`config.mk`:
```
export PLATFORM = sky130hd
export DESIGN_NAME = cra_clock_ref
export DESIGN_NICKNAME = d
export VERILOG_FILES = /design/src/cra_pkg.sv /design/src/cra_divider.sv /design/src/cra_clock_ref.sv
export SDC_FILE = /design/constraint.sdc
export NUM_CORES = 1
export LEC_CHECK = 0
export BUFFER_PORTS_ARGS = -buffer_cell sky130_fd_sc_hd__buf_2
export CAP_MARGIN = 10
export CORE_MARGIN = 4
export CORE_UTILIZATION = 50
export DETAILED_ROUTE_END_ITERATION = 8
export HOLD_SLACK_MARGIN = 0.08
export PLACE_DENSITY = 0.69
export SLEW_MARGIN = 20
export SYNTH_ARGS = -nofsm -noshare
export SYNTH_HDL_FRONTEND = slang
export SYNTH_SLANG_ARGS = --single-unit
```
`constraint.sdc`:
```
create_clock -name ref_clk -period 4.5 [get_ports ref_clk]
set_input_delay 0.675 -clock ref_clk [delete_from_list [all_inputs] [get_ports ref_clk]]
set_output_delay 0.675 -clock ref_clk [all_outputs]
set_load 0.01 [all_outputs]
```
`src/cra_pkg.sv`:
```
// Shared constants, types and helpers for the clock rate adapter and reference block
package cra_pkg;
	localparam int NPORT = 4;
	localparam int NRATE = 3;
	localparam logic [1:0] RATE_DS3 = 2'h0;
	localparam logic [1:0] RATE_E3 = 2'h1;
	localparam logic [1:0] RATE_STS1 = 2'h2;
	localparam logic [2:0] ALL_RATES = 3'h7;
	localparam logic [1:0] RATE_CODE_OFS = 2'h1;
	localparam logic [1:0] MODE_BYPASS = 2'h0;
	localparam logic [1:0] OUT_NONE = 2'h0;
	localparam logic [1:0] OUT_B = 2'h1;
	localparam logic [1:0] OUT_C = 2'h2;
	localparam logic [1:0] OUT_BOTH = 2'h3;
	localparam logic [2:0] GSRC_OFF = 3'h0;
	localparam int GSRC_PORT_BIT = 2;
	localparam logic [1:0] PSRC_TXFR = 2'h3;
	localparam int PSRC_DIV_BIT = 1;
	localparam int FM_RATE_HI = 5;
	localparam int FM_RATE_LO = 4;
	localparam int LM_LIU_EN = 0;
	localparam int SY_A = 0;
	localparam int SY_G4 = 3;
	localparam int SY_TX = 4;
	localparam int SY_RX = 8;
	localparam int SY_N = 12;
	localparam int DIV_W = 13;
	localparam logic [12:0] DIV_STS1 = 13'h1950;
	localparam logic [12:0] DIV_DS3 = 13'h15D8;
	localparam logic [12:0] DIV_E3 = 13'h10C8;
	localparam logic [12:0] DIV_SEC = 13'h1F40;
	// Rates in kHz, used to derive the synthesiser increments and in the bench rate checks
	localparam longint KHZ_DS3 = 64'h0000_0000_0000_AEC0;
	localparam longint KHZ_E3 = 64'h0000_0000_0000_8640;
	localparam longint KHZ_STS1 = 64'h0000_0000_0000_CA80;
	localparam longint ACC_ONE = 64'h0000_0000_0000_8000;
	localparam logic [17:0] ACC_UNIT = 18'(ACC_ONE);
	// Increment per source edge, [source][target], fraction of ACC_UNIT
	localparam logic [17:0] PLL_INC [3][3] = '{
		'{ACC_UNIT, 18'((KHZ_E3 * ACC_ONE) / KHZ_DS3), 18'((KHZ_STS1 * ACC_ONE) / KHZ_DS3)},
		'{18'((KHZ_DS3 * ACC_ONE) / KHZ_E3), ACC_UNIT, 18'((KHZ_STS1 * ACC_ONE) / KHZ_E3)},
		'{18'((KHZ_DS3 * ACC_ONE) / KHZ_STS1), 18'((KHZ_E3 * ACC_ONE) / KHZ_STS1), ACC_UNIT}
	};

	typedef struct packed {
		logic [3:0] rate_adapter_mode;
		logic ext_ref_input_select;
		logic ref_output_select;
		logic [2:0] global_ref_source;
	} cra_glob_cfg_s;

	typedef struct packed {
		logic [5:0] framing_mode_bits;
		logic [2:0] line_mode_bits;
		logic tx_clock_from_adapter;
		logic [1:0] port_ref_source;
		logic tx_plcp_ref_select;
	} cra_port_cfg_s;

	function automatic logic [1:0] fm_rate(input logic [5:0] fm);
		case (fm[FM_RATE_HI:FM_RATE_LO])
			2'h0: fm_rate = RATE_DS3;
			2'h1: fm_rate = RATE_E3;
			default: fm_rate = RATE_STS1;
		endcase
	endfunction

	function automatic logic [12:0] rate_div(input logic [1:0] r);
		case (r)
			RATE_DS3: rate_div = DIV_DS3;
			RATE_E3: rate_div = DIV_E3;
			default: rate_div = DIV_STS1;
		endcase
	endfunction
endpackage

```
`src/cra_divider.sv`:
```
// Tick divider producing a half-duty level and a rise pulse
`timescale 1ns/1ns
`default_nettype none
module cra_divider (
	input wire logic ref_clk, // System clock
	input wire logic rst, // Synchronous reset, active high
	input wire logic restart, // Clear count on source change
	input wire logic enable, // Divider powered
	input wire logic tick, // Source edge event
	input wire logic [12:0] divisor, // Ticks per output period
	output logic level, // Output level, low first half
	output logic rise // One-cycle pulse at level rise
);
	logic [12:0] cnt_q;
	logic [12:0] cnt_d;
	logic [12:0] half;
	logic level_q;
	logic rise_q;
	logic [12:0] ticks_q;
	logic seen_q;

	assign half = divisor >> 1;
	assign level = level_q;
	assign rise = rise_q;

	always_comb begin
		cnt_d = cnt_q;
		if (tick) begin
			cnt_d = (cnt_q == divisor - 13'h0001) ? 13'h0000 : cnt_q + 13'h0001;
		end
	end

	// Starts from zero, so the first rise only comes after half a full period
	always_ff @(posedge ref_clk) begin
		if (rst || restart || !enable) begin
			cnt_q <= 13'h0000;
		end else begin
			cnt_q <= cnt_d;
		end
	end

	always_ff @(posedge ref_clk) begin
		if (rst || restart || !enable) begin
			level_q <= 1'b0;
			rise_q <= 1'b0;
		end else begin
			level_q <= (cnt_d >= half);
			rise_q <= tick && (cnt_q == half - 13'h0001);
		end
	end

	always_ff @(posedge ref_clk) begin
		if (rst || restart || !enable) begin
			ticks_q <= 13'h0000;
			seen_q <= 1'b0;
		end else if (rise_q) begin
			ticks_q <= {12'h000, tick};
			seen_q <= 1'b1;
		end else if (tick) begin
			ticks_q <= ticks_q + 13'h0001;
		end
	end
endmodule
`default_nettype wire

```
`src/cra_clock_ref.sv`:
```
// Clock rate adapter, 8 kHz reference selection and one-second reference
`timescale 1ns/1ns
`default_nettype none
// Contract
// - Mode 00XX: synthesisers off, all three clock pins are reference inputs.
// - Upper mode bits name the pin A rate: 01 DS3, 10 E3, 11 STS-1.
// - Lower bits 00 drive B and C low; 01 first rate on B; 10 other on C.
// - Lower bits 11 output both remaining rates, per fixed pin mapping.
// - Synthesise missing standard rates from the supplied one in synthesiser modes.
// - Power down any synthesiser whose rate nobody needs.
// - Each line interface reference follows the port framing mode rate.
// - Transmit clock comes from adapter rate when the port asks for it.
// - External select takes global 8 kHz from general pin four.
// - Output select drives global 8 kHz onto general pin two.
// - Global source field: off, adapter rates or pins, or ports one to four.
// - Divide 51.84 MHz by 6480, DS3 by 5592, E3 by 4296.
// - Port divisor follows port rate; global divisor follows chosen adapter rate.
// - Port 8 kHz source chosen from three sources by a 2-bit field.
// - Port field: 0X receive PLCP, 10 receive clock, 11 transmit clock.
// - Per-port bit picks global or own 8 kHz for transmit PLCP.
// - Transmit PLCP framing is paced by the 8 kHz reference.
// - One-second reference is global 8 kHz divided by 8000.
// - Half-duty one-second level; its rise sets a latched flag.
// - After reset adapter, 8 kHz and one-second timers are disabled.
// - At reset the three adapter pins are reference inputs.
// - Deselected 8 kHz source or disabled adapter powers those circuits down.
module cra_clock_ref (
	input wire logic ref_clk, // 20 MHz system clock
	input wire logic rst, // Synchronous reset, active high
	input wire cra_pkg::cra_glob_cfg_s glob_cfg, // Global configuration bits
	input wire cra_pkg::cra_port_cfg_s [3:0] port_cfg, // Per-port configuration bits
	input wire logic primary_ref_pin_i, // Pin A level
	input wire logic second_ref_pin_i, // Pin B level
	output logic second_ref_pin_o, // Pin B drive level
	output logic second_ref_pin_oe, // Pin B driven
	input wire logic third_ref_pin_i, // Pin C level
	output logic third_ref_pin_o, // Pin C drive level
	output logic third_ref_pin_oe, // Pin C driven
	input wire logic [3:0] tx_clk_pin, // Port transmit clock pins
	input wire logic [3:0] rx_line_clk, // Port receive line clocks
	input wire logic [3:0] rx_plcp_8k, // Receive PLCP 8 kHz pulses
	input wire logic general_pin_four_i, // External 8 kHz input
	output logic general_pin_two_o, // Global 8 kHz out
	output logic general_pin_two_oe, // Pin two driven
	input wire logic second_flag_clear, // Clear latched second flag
	output logic [2:0] pll_enable, // Synthesiser enables DS3, E3, STS-1
	output logic [3:0] liu_ref_tick, // Line interface reference edges
	output logic [3:0] tx_clk_tick, // Transmit clock edges
	output logic [3:0] tx_plcp_frame_ref, // Transmit PLCP frame pulses
	output logic frame_ref_8khz, // Global 8 kHz pulse
	output logic one_second_ref, // One-second level
	output logic latched_second_flag // Latched one-second flag
);
	cra_pkg::cra_glob_cfg_s gcfg_q;
	cra_pkg::cra_port_cfg_s [3:0] pcfg_q;
	logic [cra_pkg::SY_N-1:0] async_in;
	logic [cra_pkg::SY_N-1:0] sy1_q;
	logic [cra_pkg::SY_N-1:0] sy2_q;
	logic [cra_pkg::SY_N-1:0] sy3_q;
	logic [cra_pkg::SY_N-1:0] pin_edge;
	logic pll_mode;
	logic [1:0] src;
	logic [1:0] out_sel;
	logic [1:0] first_r;
	logic [1:0] other_r;
	logic [1:0] b_rate;
	logic [1:0] c_rate;
	logic b_on;
	logic c_on;
	logic [2:0] pll_need;
	logic [2:0] pll_en_d;
	logic [2:0] pll_en_q;
	logic [2:0] gen;
	logic [2:0] tog_q;
	logic [2:0] rate_tick;
	logic [17:0] acc_q [3];
	logic [3:0][1:0] port_rate;
	logic [3:0] tx_pick;
	logic [3:0] port8k;
	logic [3:0] port_chg;
	logic [3:0] liu_q;
	logic [3:0] txc_q;
	logic [3:0] plcp_q;
	logic pin_b_q;
	logic pin_c_q;
	logic g_chg;
	logic g_adapt;
	logic g_en;
	logic [1:0] g_rate;
	logic g_rise;
	logic g8k_d;
	logic g8k_q;
	logic pin2_q;
	logic sec_rise;
	logic flag_q;

	// Configuration defaults to everything off
	always_ff @(posedge ref_clk) begin
		if (rst) begin
			gcfg_q <= '0;
			pcfg_q <= '0;
		end else begin
			gcfg_q <= glob_cfg;
			pcfg_q <= port_cfg;
		end
	end

	assign async_in = {rx_line_clk, tx_clk_pin, general_pin_four_i, third_ref_pin_i,
		second_ref_pin_i, primary_ref_pin_i};

	// Sampling the reference pins at 20 MHz only resolves edge events, not true rate
	for (genvar i = 0; i < cra_pkg::SY_N; i++) begin : g_sync
		always_ff @(posedge ref_clk) begin
			if (rst) begin
				sy1_q[i] <= 1'b0;
				sy2_q[i] <= 1'b0;
				sy3_q[i] <= 1'b0;
			end else begin
				sy1_q[i] <= async_in[i];
				sy2_q[i] <= sy1_q[i];
				sy3_q[i] <= sy2_q[i];
			end
		end
		assign pin_edge[i] = sy2_q[i] && !sy3_q[i];
	end

	assign pll_mode = gcfg_q.rate_adapter_mode[3:2] != cra_pkg::MODE_BYPASS;
	assign src = gcfg_q.rate_adapter_mode[3:2] - cra_pkg::RATE_CODE_OFS;
	assign out_sel = gcfg_q.rate_adapter_mode[1:0];
	assign first_r = (src == cra_pkg::RATE_E3) ? cra_pkg::RATE_DS3 : cra_pkg::RATE_E3;
	assign other_r = (src == cra_pkg::RATE_STS1) ? cra_pkg::RATE_DS3 : cra_pkg::RATE_STS1;

	always_comb begin
		b_on = pll_mode && (out_sel == cra_pkg::OUT_B || out_sel == cra_pkg::OUT_BOTH);
		c_on = pll_mode && (out_sel == cra_pkg::OUT_C || out_sel == cra_pkg::OUT_BOTH);
		b_rate = (out_sel == cra_pkg::OUT_BOTH) ? other_r : first_r;
		c_rate = (out_sel == cra_pkg::OUT_BOTH) ? first_r : other_r;
	end

	assign g_adapt = !gcfg_q.ext_ref_input_select && !gcfg_q.global_ref_source[cra_pkg::GSRC_PORT_BIT]
		&& gcfg_q.global_ref_source != cra_pkg::GSRC_OFF;
	assign g_rate = gcfg_q.global_ref_source[1:0] - cra_pkg::RATE_CODE_OFS;

	always_comb begin
		pll_need = '0;
		for (int r = 0; r < cra_pkg::NRATE; r++) begin
			if ((b_on && b_rate == 2'(r)) || (c_on && c_rate == 2'(r))) begin
				pll_need[r] = 1'b1;
			end
			if (g_adapt && g_rate == 2'(r)) begin
				pll_need[r] = 1'b1;
			end
			for (int p = 0; p < cra_pkg::NPORT; p++) begin
				if ((pcfg_q[p].line_mode_bits[cra_pkg::LM_LIU_EN] || pcfg_q[p].tx_clock_from_adapter)
					&& port_rate[p] == 2'(r)) begin
					pll_need[r] = 1'b1;
				end
			end
		end
	end

	always_comb begin
		pll_en_d = '0;
		for (int r = 0; r < cra_pkg::NRATE; r++) begin
			pll_en_d[r] = pll_mode && src != 2'(r) && pll_need[r];
		end
	end

	always_ff @(posedge ref_clk) begin
		if (rst) begin
			pll_en_q <= '0;
		end else begin
			pll_en_q <= pll_en_d;
		end
	end

	// Fractional synthesiser: a backlog of output edges drains one per cycle
	for (genvar r = 0; r < cra_pkg::NRATE; r++) begin : g_syn
		assign gen[r] = acc_q[r] >= cra_pkg::ACC_UNIT;
		always_ff @(posedge ref_clk) begin
			if (rst || !pll_en_d[r]) begin
				acc_q[r] <= 18'h0_0000;
			end else begin
				acc_q[r] <= acc_q[r] + (pin_edge[cra_pkg::SY_A] ? cra_pkg::PLL_INC[src][r] : 18'h0_0000)
					- (gen[r] ? cra_pkg::ACC_UNIT : 18'h0_0000);
			end
		end
		always_ff @(posedge ref_clk) begin
			if (rst) begin
				tog_q[r] <= 1'b0;
			end else if (gen[r]) begin
				tog_q[r] <= !tog_q[r];
			end
		end
		assign rate_tick[r] = pll_mode ? ((src == 2'(r)) ? pin_edge[cra_pkg::SY_A] : gen[r])
			: pin_edge[r];
	end

	always_ff @(posedge ref_clk) begin
		if (rst) begin
			pin_b_q <= 1'b0;
			pin_c_q <= 1'b0;
		end else begin
			pin_b_q <= b_on && tog_q[b_rate];
			pin_c_q <= c_on && tog_q[c_rate];
		end
	end

	assign second_ref_pin_o = pin_b_q;
	assign third_ref_pin_o = pin_c_q;
	assign second_ref_pin_oe = pll_mode;
	assign third_ref_pin_oe = pll_mode;
	assign pll_enable = pll_en_q;

	for (genvar p = 0; p < cra_pkg::NPORT; p++) begin : g_port
		logic p_en;
		logic p_tick;
		logic p_rise;
		assign port_rate[p] = cra_pkg::fm_rate(pcfg_q[p].framing_mode_bits);
		assign tx_pick[p] = pcfg_q[p].tx_clock_from_adapter ? rate_tick[port_rate[p]]
			: pin_edge[cra_pkg::SY_TX + p];
		assign port_chg[p] = port_cfg[p] != pcfg_q[p];
		assign p_en = pcfg_q[p].port_ref_source[cra_pkg::PSRC_DIV_BIT];
		assign p_tick = (pcfg_q[p].port_ref_source == cra_pkg::PSRC_TXFR) ? tx_pick[p]
			: pin_edge[cra_pkg::SY_RX + p];
		cra_divider u_pdiv (
			.ref_clk(ref_clk),
			.rst(rst),
			.restart(port_chg[p]),
			.enable(p_en),
			.tick(p_tick),
			.divisor(cra_pkg::rate_div(port_rate[p])),
			.level(),
			.rise(p_rise)
		);
		assign port8k[p] = p_en ? p_rise : rx_plcp_8k[p];
		always_ff @(posedge ref_clk) begin
			if (rst) begin
				liu_q[p] <= 1'b0;
				txc_q[p] <= 1'b0;
				plcp_q[p] <= 1'b0;
			end else begin
				liu_q[p] <= rate_tick[port_rate[p]];
				txc_q[p] <= tx_pick[p];
				plcp_q[p] <= pcfg_q[p].tx_plcp_ref_select ? port8k[p] : g8k_q;
			end
		end
	end

	assign liu_ref_tick = liu_q;
	assign tx_clk_tick = txc_q;
	assign tx_plcp_frame_ref = plcp_q;

	assign g_chg = glob_cfg != gcfg_q;
	assign g_en = gcfg_q.ext_ref_input_select || gcfg_q.global_ref_source != cra_pkg::GSRC_OFF;

	cra_divider u_gdiv (
		.ref_clk(ref_clk),
		.rst(rst),
		.restart(g_chg),
		.enable(g_adapt),
		.tick(rate_tick[g_rate]),
		.divisor(cra_pkg::rate_div(g_rate)),
		.level(),
		.rise(g_rise)
	);

	always_comb begin
		if (gcfg_q.ext_ref_input_select) begin
			g8k_d = pin_edge[cra_pkg::SY_G4];
		end else if (gcfg_q.global_ref_source[cra_pkg::GSRC_PORT_BIT]) begin
			g8k_d = port8k[gcfg_q.global_ref_source[1:0]];
		end else begin
			g8k_d = g_adapt && g_rise;
		end
	end

	always_ff @(posedge ref_clk) begin
		if (rst) begin
			g8k_q <= 1'b0;
			pin2_q <= 1'b0;
		end else begin
			g8k_q <= g8k_d;
			pin2_q <= g8k_d && gcfg_q.ref_output_select;
		end
	end

	assign frame_ref_8khz = g8k_q;
	assign general_pin_two_o = pin2_q;
	assign general_pin_two_oe = gcfg_q.ref_output_select;

	cra_divider u_sdiv (
		.ref_clk(ref_clk),
		.rst(rst),
		.restart(g_chg),
		.enable(g_en),
		.tick(g8k_q),
		.divisor(cra_pkg::DIV_SEC),
		.level(one_second_ref),
		.rise(sec_rise)
	);

	// A rise in the clearing cycle keeps the flag set
	always_ff @(posedge ref_clk) begin
		if (rst) begin
			flag_q <= 1'b0;
		end else begin
			flag_q <= sec_rise || (flag_q && !second_flag_clear);
		end
	end

	assign latched_second_flag = flag_q;
endmodule
`default_nettype wire

```
==> flow_summary.toml, run 1 <==
[run_status]
status = "complete, no violations"

[worst_setup_path]
r2r_end = "acc_q[1][16]"
crit_fanout = 11
cp-end-kind = "flop"
crit_arrival_ns = 4.23
cp_data_required_time_ns = 4.89
path_class = "reg -> reg"
cp-start-kind = "flop"
regToRegSetupSlack_ns = 0.66
reg2reg_depth = 12
r2r_start = "gcfg_q[8]"

[logic_synthesis]
synth_edf_count = 0
synth_area_per_cell_um2 = 8.49
synth_fp_nets = 1833
synth_top_area_share_pct = 37.1
async_reset_ff_share_pct = 0
ys_ff_latch = 259
synth_cell_types = 85
synth_top_area_cell = "dfxtp_1"
synth.area.top_cells = "dfxtp_1 (37%), ha_1 (9.1%), nor2b_1 (5.1%)"
synth-seq-area-share_pct = 37.1
syn_inst = 1649
synth_area_um2 = 14000
ys.flop_type = "dfxtp_1"
yosysWarnings = 0

[pwr]
clkPwrFrac_pct = 40.7
p_per_area_nw_per_um2 = 396
internal-power_mw = 4.54
peakVddDrop_mv = 0.279
power.switching_mw = 1.75
switching_share_pct = 27.9
comb_power_share_pct = 20.1
p_leak_nw = 6.32
seq_power_share_pct = 39.2

[clock_tree]
cts_tree = "done"
cts_root_buf = "clkbuf_16"
cts_buffers = 30
clock_latency_ns = 0.55
cts_buffer_depth = 3
cts_setup_buffers = 0
numClockSinks = 259
hold_buffers = 0
cts_resized = 0
h-tree-depth = 1
cts.clk_slew.worst_paths_ns = 0.06

[drt]
wirelength_um = 31100
drc = 0
viasPerCell = 5.37
drt-wirelength-per-cell_um = 14.6
drtIter0Drc = 795
drt.antenna.violating_nets = 0
vias = 11400
drtPass1Iterations = 5

[die]
die-area_um2 = 30700
dieWidth_um = 175
pin_count = 104
initial_core_util_pct = 51.3
die_y_um = 175
fp.coreArea_um2 = 27300
rows = 60

[timing]
maxClockFrequency_mhz = 260
rsz0062_at_grt = "false"
fin_skew_ns = 0.0113
fin_crit_sh_pct = 85.3
period_needed_ns = 3.84
slew_headroom_pct = 32.8
hold_violations = 0
holdWs_ns = 0.336
setup_viol = 0
slew_violations = 0
tightest_slew_ns = 0.983
tns_ns = 0

[hold_path]
min_from = "primary_ref_pin_i"
min_to = "sy1_q[0]"
hold_path.class = "in -> reg"
hold_depth = 2

[final_layout]
final_cell_mix = "dfxtp_1 (259), nor2_1 (174), inv_1 (160)"
final_common_cell = "dfxtp_1"
final_nets = 1917
drive_above_1_share_pct = 11.5
antenna_cells = 0
areaGrowthSynthToFinish_pct = 13.4

[placement]
gp_congestion = 0.919
portBuffers = 103
dp_hpwl_um = 22900

[global_route]
grt_max_degree = 52
grt_antenna_before_repair = 0
grt_pass1_wl_um = 52000
grt-ovfl-total = 0
grt_pass1_vias = 10800
track_usage_pct = 19.7

[job]
maxCapViolations = 0
-- Yosys cell counts, drive strengths merged (5+ instances only) --
| library cell | number |
|---|---|
| a21oi | 73 |
| nand4 | 30 |
| or4 | 11 |
| a22oi | 5 |
| a21boi | 6 |
| a211oi | 23 |
| and2 | 12 |
| nor3 | 41 |
| a31o | 7 |
| xnor2 | 79 |
| inv | 160 |
| and3 | 18 |
| nand2b | 19 |
| o211ai | 10 |
| nand3 | 34 |
| nor4 | 11 |
| o21bai | 7 |
| nor3b | 13 |
| nand3b | 13 |
| a31oi | 13 |
| nor2b | 113 |
| a2111oi | 5 |
| o21a | 13 |
| xor2 | 61 |
| o2111ai | 5 |
| ha | 102 |
| a21o | 19 |
| mux2i | 8 |
| nand4b | 7 |
| buf | 14 |
| clkbuf | 44 |
| nand2 | 84 |
| o21ai | 74 |
| or3b | 7 |
| nor2 | 175 |
| nor4b | 5 |
| or3 | 13 |
| dfxtp | 259 |
-- how the worst max path moves through the flow --
stage / to / cells past startpoint / startpoint / slack (ns)
2_1_floorplan: acc_q[2][17] / 12 / sy2_q[0] / 1.19
3_3_place_gp: acc_q[2][17] / 12 / sy2_q[0] / 0.86
3_5_place_dp: acc_q[2][17] / 12 / sy2_q[0] / 0.71
4_1_cts: acc_q[2][17] / 12 / sy2_q[0] / 0.70
5_1_grt: acc_q[1][16] / 12 / gcfg_q[7] / 0.22
6_report: acc_q[1][16] / 12 / gcfg_q[8] / 0.66
-- flip-flops by register name (all words and copies together), names as in the netlist, 3 cells and up --
register,flops
pcfg_q,48
sy1_q,12
gcfg_q,8
g_port.u_pdiv.cnt_q,52
tx_plcp_frame_ref,4
pll_enable,3
tx_clk_tick,4
sy2_q,12
g_port.u_pdiv.rise,4
tog_q,3
u_sdiv.cnt_q,13
acc_q,54
u_gdiv.cnt_q,13
g_port.p_en,4
sy3_q,12
liu_ref_tick,4
-- area by class of cell --
type | instances | area (um^2)
Fill cell | 2462 | 11400
Timing Repair Buffer | 110 | 571
Inverter | 160 | 601
Clock buffer | 39 | 856
Sequential cell | 259 | 5180
Multi-Input combinational cell | 1172 | 7980
Tap cell | 372 | 465
Clock inverter | 16 | 211
-- through the flow --
step / utilization (%) / cell area, um^2 / power, mW / setup slack (ns) / cells
6_report: 58.2 / 15900 / 6.29 / 0.661 / 2128
5_1_grt: 58.2 / 15900 / 6.61 / 0.215 / 2128
4_1_cts: 58.2 / 15900 / 6.36 / 0.702 / 2128
3_5_place_dp: 54.3 / 14800 / 3.77 / 0.713 / 2073
3_3_place_gp: 54.3 / 14800 / 3.74 / 0.857 / 2073
2_1_floorplan: - / 14000 / 3.48 / 1.19 / 1649
-- logic make-up after synthesis --
group	Yosys count	synth area share [%]
AOI/OAI and AO/OA	297	14.3
xor gates and xnor gates	140	8.76
adders and majority gates	104	9.41
buffers and inverters	218	6.09
DFF	259	37.1
muxes	10	0.903
and+or+nand+nor	621	23.5
-- layer usage --
metal	routed length, um	vias up	global-route usage (%)
met5	0	-	0
met4	526	0	4.26
met3	1640	43	2.76
met2	14100	278	32.3
met1	14900	5283	27.8
li1	-	5814	-
-- power by group through the flow --
stage / Combinational, mW / Sequential [mW] / Clock (mW)
2_1_floorplan: 0.986 / 2.49 / 0
3_3_place_gp: 1.22 / 2.51 / 0
3_5_place_dp: 1.25 / 2.51 / 0
4_1_cts: 1.27 / 2.46 / 2.62
5_1_grt: 1.42 / 2.48 / 2.71
6_report: 1.26 / 2.46 / 2.56
-- worst max-delay path: stages (launching register included) --
cell and delay, ns:
dfxtp_1 0.40, ha_1 0.41, nand2_1 0.41, ha_1 0.42, inv_1 0.04, ha_1 0.32, o21ai_0 0.34, a21oi_1 0.15
o21bai_1 0.21, a21boi_0 0.16, o311ai_0 0.52, nand3_1 0.12, nor3b_1 0.15
(Power assumes the default switching activity.)
==> run 2: changes to the inputs <==
CTS_BUF_LIST = sky130_fd_sc_hd__clkbuf_2 sky130_fd_sc_hd__clkbuf_4 sky130_fd_sc_hd__clkbuf_8   (was default)
==> run 2 against run 1 <==
Effect of this change:
- die area unchanged
- total power fell by 5.0%
- clock-buffer cell count up 35
- maximum frequency increased by 1.6%
- critical path type unchanged
==> flow_summary.toml, run 2 (synthesis results as in run 1) <==
[run_status]
status = "complete, no violations"

[final_layout]
final_cell_mix = "dfxtp_1 (259), nor2_1 (174), inv_1 (160)"
filler_cell_count = 2502
antenna_cells = 0
areaGrowthSynthToFinish_pct = 12.7
seqCellArea_um2 = 5180
final_nets = 1933
final_common_cell = "dfxtp_1"
drive_above_1_share_pct = 12.9
final-instance-count-excl-fill = 2152
regMostFlops = "acc_q"
multi_input_area_um2 = 7980
largest_reg_flops = 54
top_regs = "acc_q x54, g_port.u_pdiv.cnt_q x52, pcfg_q x48"

[die]
die-area_um2 = 30700
initial_core_util_pct = 51.3
dieWidth_um = 175
fp.coreArea_um2 = 27300
pin_count = 104
die_y_um = 175
rows = 60

[drt]
drtPass1Iterations = 6
wirelength_um = 31300
drtIter0Drc = 818
viasPerCell = 5.31
vias = 11400
drt.antenna.violating_nets = 0
drc = 0
drt-wirelength-per-cell_um = 14.5

[placement]
gp_congestion = 0.919
portBuffers = 103
placed_cells = 2073
dp_hpwl_um = 22900

[hold_path]
hold_path.class = "in -> reg"

[global_route]
grt_max_degree = 52
track_usage_pct = 19.8
grt_pass1_wl_um = 52100
grt_antenna_before_repair = 0
grt_pass1_vias = 10900
grt-ovfl-total = 0

[timing]
period_needed_ns = 3.78
fin_skew_ns = 0.0353
rsz0062_at_grt = "false"
tns_ns = 0
setup_viol = 0
slew_violations = 0
tightest_slew_ns = 1.06
fin_crit_sh_pct = 84.0
hold_violations = 0
slew_headroom_pct = 27.3
maxClockFrequency_mhz = 265

[clock_tree]
hold_buffers = 0
cts_buffer_depth = 3
numClockSinks = 259
clock_latency_ns = 0.56
cts_buffers = 46
cts_root_buf = "clkbuf_8"
cts_tree = "done"
cts_resized = 0
h-tree-depth = 2
cts.clk_slew.worst_paths_ns = 0.06
cts_setup_buffers = 0

[worst_setup_path]
path_class = "reg -> reg"
cpPeakStageDelay_ns = 0.49
crit_chain = "ha_1 > nand2_1 > ha_1 > inv_1 > ha_1 > o21ai_0 > a21oi_1 > o21bai_1 > a21boi_0 > o311ai_0 > nand3_1 > nor3b_1"
crit_fanout = 11
crit_top_cell = "ha_1"
cp-start-kind = "flop"
cp_data_required_time_ns = 4.90
slowest_stage = "o311ai_0"
cp-end-kind = "flop"
crit_arrival_ns = 4.18

[pwr]
p_per_area_nw_per_um2 = 379
total_power_mw = 5.97
peakVddDrop_mv = 0.206
p_leak_nw = 6.33

[job]
maxCapViolations = 0
[run 2: worst paths after layout]
path,start,to,slack (ns),depth (start not counted)
worst max register to register,gcfg_q[8],acc_q[1][16],0.72,12
worst min register to register,sy1_q[1],sy2_q[1],0.44,1
worst max-delay path,gcfg_q[8],acc_q[1][16],0.72,12
worst min-delay path,rx_line_clk[2],sy1_q[10],0.32,2
[run 2: layer usage]
metal / track usage, % / vias to the layer above / wire length [um]
met4: 5.11 / 0 / 533
met5: 0 / - / 0
met3: 3.70 / 47 / 1850
met2: 32.2 / 284 / 14100
met1: 27.4 / 5258 / 14800
li1: - / 5848 / -
[run 2: metrics by stage]
stage	area (um^2)	hold slack, ns	util, %	setup WS [ns]
CTS	15700	0.289	57.8	0.709
global placement	14800	0.415	54.3	0.857
detailed placement	14800	0.427	54.3	0.713
floorplan	14000	0.413	-	1.19
global route	15800	0.315	57.9	0.217
finish	15800	0.318	57.9	0.721
[run 2: critical path: cells and delay by family (launching register included)]
| kind | cells | cell delay [ns] |
|---|---|---|
| adders and majority gates | 3 | 1.15 |
| buffers and inverters | 1 | 0.04 |
| and+or+nand+nor | 3 | 0.67 |
| DFF | 1 | 0.40 |
| AOI/OAI and AO/OA | 5 | 1.37 |
[run 2: power breakdown]
group | leakage [nW] | switching, mW | internal, mW
logic | 3.70 | 0.691 | 0.564
clock network | 0.517 | 0.949 | 1.30
registers | 2.11 | 0.0678 | 2.40
[run 2: layout make-up]
cell class,count,share of cell area (%)
multi-input combinational,1172,50.6
sequential,259,32.9
clock buffer,74,5.90
inverter,160,3.81
timing repair buffer,110,3.62
tap,372,2.95
clock inverter,5,0.206
